==> src/inc/pwm_pkg.sv <==
// Shared constants for the 8-bit prescaled modulator.
// Assumes a single system clock that stands in for the oscillator input.
package pwm_pkg;

  localparam int          DATA_W         = 8;
  localparam logic [7:0]  SLOTS_LAST     = 8'hFE;  // 255 ticks per period: 0..254
  localparam logic [7:0]  RESET_VALUE    = 8'h00;
  localparam int          SEL_PIN_B_BIT  = 2;      // Control bit position of pin choice
  localparam int          ENABLE_BIT     = 0;      // Control bit position of enable
  localparam real         CLK_PERIOD_NS  = 8.0;

  typedef enum logic [1:0] {
    ST_IDLE = 2'b00,
    ST_LEAD = 2'b01,
    ST_RUN  = 2'b10
  } pwm_state_t;

endpackage : pwm_pkg

==> src/hdl/pwm_output.sv <==
// 8-bit prescaled pulse-width modulator with two selectable shared pins.
// Assumes control inputs are synchronous to sys_clk (stands for the oscillator).
//
// Summary of operation
// RL1: 8-bit duty; oscillator or oscillator/2 count source.
// RL2: Pin select bit routes output to pin a or b.
// RL3: Period is 255 times (n+1) count ticks.
// RL4: High time is m ticks of 255.
// RL5: Enable initialises circuit; periods start high. Code: with m zero the output stays low.
// RL6: New n and m take effect next period.
// RL7: Low interval precedes first period after enable.
// RL8: Unselected pin keeps its ordinary port function.
// RL9: Clearing enable stops counters, holds output low.
`timescale 1ns/1ps
`default_nettype none
module pwm_output #(
  parameter int WIDTH = pwm_pkg::DATA_W
) (
  input  wire logic             sys_clk,
  input  wire logic             reset_n,
  input  wire logic             enable,
  input  wire logic             pin_select_b,
  input  wire logic             count_source,
  input  wire logic [WIDTH-1:0] prescale_n,
  input  wire logic [WIDTH-1:0] duty_m,
  input  wire logic             port_a_out,
  input  wire logic             port_a_oe,
  input  wire logic             port_b_out,
  input  wire logic             port_b_oe,
  output logic                  shared_port_pin_a_out,
  output logic                  shared_port_pin_a_oe,
  output logic                  shared_port_pin_b_out,
  output logic                  shared_port_pin_b_oe,
  output logic                  pwm_level,
  output logic                  running
);

  pwm_pkg::pwm_state_t state;
  pwm_pkg::pwm_state_t next_state;
  logic [WIDTH-1:0]    n_cur;
  logic [WIDTH-1:0]    next_n_cur;
  logic [WIDTH-1:0]    m_cur;
  logic [WIDTH-1:0]    next_m_cur;
  logic [WIDTH-1:0]    slot;
  logic [WIDTH-1:0]    next_slot;
  logic [WIDTH:0]      lead_cnt;
  logic [WIDTH:0]      next_lead_cnt;
  logic [WIDTH:0]      lead_len;
  logic                next_pwm_level;
  logic                tick;

  ////////////////////////////////////////////////////////////////////////////
  // Prescaler

  tick_divider #(
    .WIDTH (WIDTH)
  ) u_div (
    .sys_clk   (sys_clk),
    .reset_n   (reset_n),
    .run       (state == pwm_pkg::ST_RUN),
    .half_rate (count_source),
    .limit     (n_cur),
    .tick      (tick)
  );

  ////////////////////////////////////////////////////////////////////////////
  // Sequencer

  always_comb begin
    // Setting 1: n+1 clocks; setting 0: half that, rounded up
    lead_len = count_source ? ({1'b0, prescale_n} + 1'b1)
                            : (({1'b0, prescale_n} + 2'd2) >> 1);  // RL7
    next_state    = state;
    next_n_cur    = n_cur;
    next_m_cur    = m_cur;
    next_slot     = slot;
    next_lead_cnt = lead_cnt;
    case (state)
      pwm_pkg::ST_IDLE: begin
        if (enable) begin
          next_state    = pwm_pkg::ST_LEAD;              // RL5
          next_lead_cnt = '0;
        end
      end
      pwm_pkg::ST_LEAD: begin
        next_lead_cnt = lead_cnt + 1'b1;                 // RL7
        if (lead_cnt + 1'b1 >= lead_len) begin
          next_state = pwm_pkg::ST_RUN;
          next_slot  = '0;
          next_n_cur = prescale_n;
          next_m_cur = duty_m;
        end
      end
      pwm_pkg::ST_RUN: begin
        if (tick) begin
          if (slot == pwm_pkg::SLOTS_LAST) begin         // RL3
            next_slot  = '0;
            next_n_cur = prescale_n;                     // RL6
            next_m_cur = duty_m;                         // RL6
          end else begin
            next_slot = slot + 1'b1;
          end
        end
      end
      default: next_state = pwm_pkg::ST_IDLE;
    endcase
    if (!enable) begin
      next_state = pwm_pkg::ST_IDLE;                     // RL9
    end
    // High while slot below m, so each period starts high unless m is zero
    next_pwm_level = (next_state == pwm_pkg::ST_RUN) && (next_slot < next_m_cur);  // RL4
  end

  always_ff @(posedge sys_clk or negedge reset_n) begin
    if (!reset_n) begin
      state     <= pwm_pkg::ST_IDLE;
      n_cur     <= pwm_pkg::RESET_VALUE;
      m_cur     <= pwm_pkg::RESET_VALUE;
      slot      <= pwm_pkg::RESET_VALUE;
      lead_cnt  <= '0;
      pwm_level <= 1'b0;
    end else begin
      state     <= next_state;
      n_cur     <= next_n_cur;
      m_cur     <= next_m_cur;
      slot      <= next_slot;
      lead_cnt  <= next_lead_cnt;
      pwm_level <= next_pwm_level;
    end
  end

  ////////////////////////////////////////////////////////////////////////////
  // Pin sharing

  always_comb begin
    running               = (state == pwm_pkg::ST_RUN);
    shared_port_pin_a_out = pin_select_b ? port_a_out : pwm_level;  // RL2 RL8
    shared_port_pin_a_oe  = pin_select_b ? port_a_oe  : 1'b1;       // RL8
    shared_port_pin_b_out = pin_select_b ? pwm_level  : port_b_out; // RL2 RL8
    shared_port_pin_b_oe  = pin_select_b ? 1'b1       : port_b_oe;  // RL8
  end

endmodule : pwm_output
`default_nettype wire

==> src/hdl/tick_divider.sv <==
// Count-source and prescaler divider producing a one-cycle tick enable.
// Assumes run is low for at least one cycle to restart the count phase.
`timescale 1ns/1ps
`default_nettype none
module tick_divider #(
  parameter int WIDTH = 8
) (
  input  wire logic             sys_clk,
  input  wire logic             reset_n,
  input  wire logic             run,
  input  wire logic             half_rate,
  input  wire logic [WIDTH-1:0] limit,
  output logic                  tick
);

  logic             phase;
  logic             next_phase;
  logic [WIDTH-1:0] cnt;
  logic [WIDTH-1:0] next_cnt;
  logic             src_en;

  always_comb begin
    src_en     = run && (!half_rate || phase);     // RL1
    next_phase = run ? ~phase : 1'b0;
    next_cnt   = cnt;
    tick       = src_en && (cnt == limit);         // RL3
    if (!run) begin
      next_cnt = '0;
    end else if (src_en) begin
      next_cnt = (cnt == limit) ? '0 : cnt + 1'b1;
    end
  end

  always_ff @(posedge sys_clk or negedge reset_n) begin
    if (!reset_n) begin
      phase <= 1'b0;
      cnt   <= '0;
    end else begin
      phase <= next_phase;
      cnt   <= next_cnt;
    end
  end

endmodule : tick_divider
`default_nettype wire

==> config.mk <==
export PLATFORM = sky130hd
export DESIGN_NAME = pwm_output
export DESIGN_NICKNAME = d
export VERILOG_FILES = /design/src/inc/pwm_pkg.sv /design/src/hdl/pwm_output.sv /design/src/hdl/tick_divider.sv
export SDC_FILE = /design/constraint.sdc
export NUM_CORES = 1
export LEC_CHECK = 0
export BUFFER_PORTS_ARGS = -buffer_cell sky130_fd_sc_hd__buf_2
export CAP_MARGIN = 15
export CORE_AREA = 2 2 104 106
export DETAILED_ROUTE_END_ITERATION = 12
export DIE_AREA = 0 0 106 108
export PLACE_DENSITY_LB_ADDON = 0.1
export SLEW_MARGIN = 10
export SYNTH_ARGS = -nofsm -noshare
export SYNTH_HDL_FRONTEND = slang
export SYNTH_SLANG_ARGS = --single-unit
==> constraint.sdc <==
create_clock -name sys_clk -period 4 [get_ports sys_clk]
set_input_delay 0 -clock sys_clk [delete_from_list [all_inputs] [get_ports sys_clk]]
set_output_delay 0 -clock sys_clk [all_outputs]
set_load 0.005 [all_outputs]
Yosys cells after proc, flatten, opt, wreduce, memory -nomap -nowiden
Index checks and enable logic that the tools add are counted.
{"block": "totals", "in_bits": 25, "out_inout_bits": 6, "regBits": 45, "elab_cells": 62}
{"block": "op_classes", "n_addsub": 5, "n_reduce_logical": 10, "bitwise": 1, "n_eq_ne": 10, "mux": 26, "order_cmp": 2}
{"cell": "$mux 8", "count": 12}
{"cell": "$pmux 8 s2", "count": 3}
{"cell": "$mux 9", "count": 2}
{"cell": "$pmux 9 s2", "count": 1}
{"cell": "$add 8x1->8 const B", "count": 2}
{"cell": "$ne 2x2->1 const B", "count": 5}
{"cell": "$add 8x1->9 const B", "count": 1}
{"cell": "$add 8x2->9 const B", "count": 1}
{"cell": "$add 9x1->9 const B", "count": 1}
{"cell": "$ge 9x9->1", "count": 1}
{"cell": "$eq 8x8->1", "count": 1}
{"cell": "$eq 8x8->1 const B", "count": 1}
{"cell": "$lt 8x8->1", "count": 1}
{"cell": "$pmux 2 s3", "count": 1}
{"cell": "$mux 1", "count": 5}
{"cell": "$eq 2x2->1 const B", "count": 2}
{"cell": "$mux 2", "count": 2}
{"cell": "$reduce_and 4->1", "count": 1}
{"cell": "$reduce_bool 2->1", "count": 2}
{"cell": "$logic_and 1x1->1", "count": 3}
{"cell": "$eq 2x1->1 const B", "count": 1}
{"cell": "$logic_not 2->1", "count": 1}
{"cell": "$reduce_and 2->1", "count": 1}
{"cell": "$logic_not 1->1", "count": 1}
{"cell": "2 further kinds", "count": 2}

Depth between registers and ports, before layout
{"block": "depth", "depth_word": 8, "ltp_mapped": 20, "ltp_nobuf": 19}

Cells and area by module
From an unflattened synthesis, not the netlist that was laid out.
{"block": "unflattened", "cells_unflattened": 326, "area_unflattened_um2": 3146.8}
{"mod": "pwm_output", "cells_per_inst": 263, "seq_area_each_um2": 900.9, "area_each_um2": 2568.7, "n_inst": 1}
{"mod": "tick_divider", "cells_per_inst": 63, "seq_area_each_um2": 225.2, "area_each_um2": 578.1, "n_inst": 1}

Least setup slack after synthesis
OpenSTA, ideal clock, no wires.
{"block": "synth_timing", "path_type": "reg2reg", "start": "register lead_cnt[0]", "end": "register pwm_level", "t_required_ps": 3913, "synth_period_minus_slack_ps": 3565, "stages_incl_launch_ff": 17, "arrival_time_ps": 3478, "slack_ps": 435, "setup_ps": 87, "path_buffers": 0, "path_cell_list": "dfrtp_1 > ha_1 > and3_1 > nand3_1 > xnor2_1 > ha_1 > and4_1 > a41o_1 > o21ai_0 > a21boi_1 > a22oi_1 > ha_1 > a21oi_1 > nand2_1 > a221oi_1 > nand3_1 > a211oi_2"}
{"block": "synth_via", "elab_chain_cells": 7, "word_cells_on_any_way": 12, "classes_between": "add/sub (1); order compare (2); eq/ne (1); mux (7); reduce/logical (1)"}
{"item": "from (decl)", "line_no": "pwm_output.sv:46", "rtl": "logic [WIDTH:0] lead_cnt;"}
{"item": "from (signal assigned)", "line_no": "pwm_output.sv:127", "rtl": "lead_cnt <= next_lead_cnt;"}
{"item": "$add 9x1->9 *", "line_no": "pwm_output.sv:87", "rtl": "if (lead_cnt + 1'b1 >= lead_len) begin"}
{"item": "$ge 9x9->1 *", "line_no": "pwm_output.sv:87"}
{"item": "parallel branches: the longest is 4 deep, another holds $lt 8x8->1"}
{"item": "$logic_and 1x1->1 *", "line_no": "pwm_output.sv:111", "rtl": "next_pwm_level = (next_state == pwm_pkg::ST_RUN) && (next_slot < next_m_cur);"}
{"item": "via next_pwm_level", "line_no": "pwm_output.sv:49", "rtl": "logic next_pwm_level;"}
{"item": "to (signal assigned)", "line_no": "pwm_output.sv:128", "rtl": "pwm_level <= next_pwm_level;"}
{"item": "to (decl)", "line_no": "pwm_output.sv:34", "rtl": "output logic pwm_level,"}
Mark *: on every way through the listed nets, which the timed path passes.
A chain may end at the register's enable or synchronous reset.

Final worst setup path
{"block": "layout_timing", "start": "register lead_cnt[3]", "end": "register pwm_level"}
Same word-level chain as after synthesis.

==> impl_metrics.json <==
{
  "switching_share": 0.3050,
  "path_cells": "and3_4, and3_1, nand3_1, xnor2_2, ha_1, and4_1, a41o_1, o21ai_2, a21boi_1, buf_4, a22oi_1, ha_1, a21oi_1, nand2_1, a221oi_2, nand3_1, a211oi_2",
  "cts.sinks": 45,
  "cts_tree": "yes",
  "clockPowerShare": 0.271,
  "crit_fanout": 7,
  "fin_area_um2": 3627,
  "drv_slew": 0,
  "end_kind": "register",
  "antenna_found_initial": 0,
  "core_um2": 10230,
  "clkTransAtPathRegs_ns": 0.09,
  "grt_pass1_wl_mm": 12.21,
  "rows": 37,
  "grtUsageMet3": 0.02351,
  "ys_types": 55,
  "leakage_nw": 1.683,
  "setup_viol": 0,
  "seq_area_frac_synth": 0.3689,
  "synth-edff-count": 0,
  "ys_seq_elements": 45,
  "async_flop_share": 1.000,
  "mappedNetlistArea_um2": 3053,
  "holdWs_ns": 0.006263,
  "fin_crit_ns": 3.668,
  "die_area_um2": 11450,
  "ant_nets": 0,
  "grt_pass1_vias": 2467,
  "dr.pass1.iters": 4,
  "synth.avg_cell_area_um2": 9.570,
  "grt_busiest_layer": "met2",
  "fillCellCount": 1026,
  "htree_levels": 2,
  "arrival_ns": 3.89,
  "maxCapViolCount": 0,
  "chipWidth_um": 106,
  "fin_skew_ns": 0.008591,
  "final_common_cell": "dfrtp_1",
  "worstSetupStartpointType": "register",
  "hp-class": "in -> reg",
  "grt.met2_usage": 0.2129,
  "power_density_nw_per_um2": 290.3,
  "crit_buf_inv": 1,
  "ios": 31,
  "area_delta_synth_final_pct": 18.81,
  "period_share": 0.9170,
  "switchingPower_w": 0.0003212,
  "yosysWarnings": 0,
  "cpMaxStageDelayCell": "dfrtp_1",
  "worst_slew_pin_slew_ns": 0.7474,
  "clock_latency_ns": 0.30,
  "drive_gt1_frac": 0.2255,
  "vdd_drop_max_mv": 0.1315,
  "gr-total-overflow": 0,
  "dpl_cell_area_um2": 3401,
  "start_util": 0.2984,
  "cts_root_buf": "clkbuf_8",
  "hold_violations": 0,
  "routed_wirelength_mm": 7.035,
  "grt.total_usage": 0.1334,
  "numCtsBuffers": 5,
  "max_slew_margin": 0.4875,
  "dr_total_vias": 2491,
  "grt_use_met1": 0.1877,
  "die_y_um": 108,
  "crit_type": "reg -> reg",
  "max_stage_delay_ns": 0.41,
  "max_freq_mhz": 272.6,
  "status": "finished clean",
  "combPwrFrac": 0.236,
  "place.gp.congestion": 0.7724,
  "synthFlopType": "dfrtp_1",
  "drc_errors": 0,
  "crit_required_ns": 4.23,
  "grt_max_degree": 46,
  "crit_family": "compound AO/OA/AOI/OAI gates",
  "p_seq_frac": 0.493,
  "clk_path_buf_depth": 2,
  "layout_common_cells": "dfrtp_1, buf_2, o21ai_0",
  "wire_per_inst_um": 13.96,
  "synthCells": 319,
  "p_int_w": 0.0007318,
  "numPortBuffers": 30,
  "fin_nets": 418,
  "vias_per_cell": 4.942,
  "n_antenna_cell": 0,
  "post-dp-hpwl_mm": 5.357,
  "r2r_setup_slack_ns": 0.33,
  "drt-initial-drc-count": 106,
  "synth_nets": 370
}
stage by stage:
stage / setup TNS [ns] / power, W / utilization / std cells / setup WS (ns)
after global placement: 0 / 0.0007685 / 0.3324 / 486 / 0.1835
after floorplan: 0 / 0.0006847 / - / 319 / 0.4354
final: 0 / 0.001053 / 0.3545 / 504 / 0.3319
after global routing: -0.009619 / 0.001125 / 0.3545 / 504 / -0.009619
after detailed placement: 0 / 0.0007702 / 0.3324 / 486 / 0.05592
after CTS: 0 / 0.001072 / 0.3496 / 503 / 0.09796
state kept, by name (all words and copies together), names as in the netlist:
signal       flops
slot             8
pwm_level        1
m_cur            8
state            2
n_cur            8
u_div.phase      1
u_div.cnt        8
lead_cnt         9
worst register-to-register path: stages (launching register included):
cell      delay, ns
dfrtp_1        0.41
and3_4         0.22
and3_1         0.19
nand3_1        0.12
xnor2_2        0.17
ha_1           0.31
and4_1         0.24
a41o_1         0.29
o21ai_2        0.15
a21boi_1       0.08
buf_4          0.16
a22oi_1        0.19
ha_1           0.29
a21oi_1        0.17
nand2_1        0.08
a221oi_2       0.27
nand3_1        0.12
a211oi_2       0.14
Yosys cell counts, types with 3 or more instances:
cell / n / area (um2)
nand2b_1: 7 / 43.79
a22oi_1: 7 / 52.55
and3_1: 9 / 56.30
o21ai_0: 28 / 140.1
nor3_1: 3 / 15.01
dfrtp_1: 45 / 1126
ha_1: 26 / 325.3
a31oi_1: 4 / 25.02
clkbuf_1: 5 / 18.77
a32o_1: 5 / 50.05
nand4_1: 4 / 25.02
o21bai_1: 3 / 22.52
nor2_1: 14 / 52.55
nand3_1: 18 / 90.09
nand2_1: 23 / 86.33
inv_1: 18 / 67.56
mux2i_1: 5 / 50.05
xnor2_1: 19 / 166.4
xor2_1: 6 / 52.55
mux2_2: 10 / 112.6
a21oi_1: 12 / 60.06
o31ai_1: 5 / 37.54
repair_timing:
item                                    CTS  global route
endpoints found under the setup margin    0             1
setup buffers                             0             1
hold buffers                              9             0
endpoints found under the hold margin    54             0
gates resized for setup                   0             9
path summary, 6_finish.rpt:
path	from	end	depth (start not counted)
setup reg to reg	lead_cnt[3]	pwm_level	17
min in group asynchronous	reset_n	n_cur[2]	3
hold / removal	prescale_n[1]	n_cur[1]	2
hold reg to reg	u_div.phase	u_div.phase	1
setup / recovery	lead_cnt[3]	pwm_level	17
max in group asynchronous	reset_n	slot[4]	3
cells by family (layout without fill, tap and decap cells):
kind of cell / count (synthesis) / after routing / synth area share
multiplexers: 15 / 15 / 0.05328
XOR/XNOR: 27 / 27 / 0.08238
AO/OA/AOI/OAI: 85 / 85 / 0.1918
buffers and inverters: 27 / 76 / 0.03647
flip-flops: 45 / 45 / 0.3689
AND/OR/NAND/NOR: 94 / 94 / 0.1607
adder cells (fa/ha/maj): 26 / 26 / 0.1066
power groups by stage:
| stage | clock [W] | combinational, W | sequential [W] |
|---|---|---|---|
| floorplan | 0 | 0.000161 | 0.000524 |
| global placement | 0 | 0.000241 | 0.000527 |
| detailed placement | 0 | 0.000241 | 0.000529 |
| CTS | 0.000302 | 0.000249 | 0.000520 |
| global route | 0.000319 | 0.000281 | 0.000525 |
| finish | 0.000286 | 0.000248 | 0.000519 |
final cells by class:
class | count | area, um2 | share of cell area
Sequential cell | 45 | 1126 | 0.3105
Timing Repair Buffer | 49 | 315.3 | 0.08693
Inverter | 19 | 71.32 | 0.01966
Multi-Input combinational cell | 247 | 1858 | 0.5122
Clock buffer | 5 | 68.82 | 0.01897
Clock inverter | 3 | 17.52 | 0.004829
Tap cell | 136 | 170.2 | 0.04691
per-layer routing:
| layer | wire, um | part of all wire |
|---|---|---|
| met5 | 0 | 0 |
| met3 | 255 | 0.036 |
| met2 | 3115 | 0.44 |
| met4 | 88 | 0.013 |
| met1 | 3575 | 0.51 |
(Power assumes the default switching activity.)
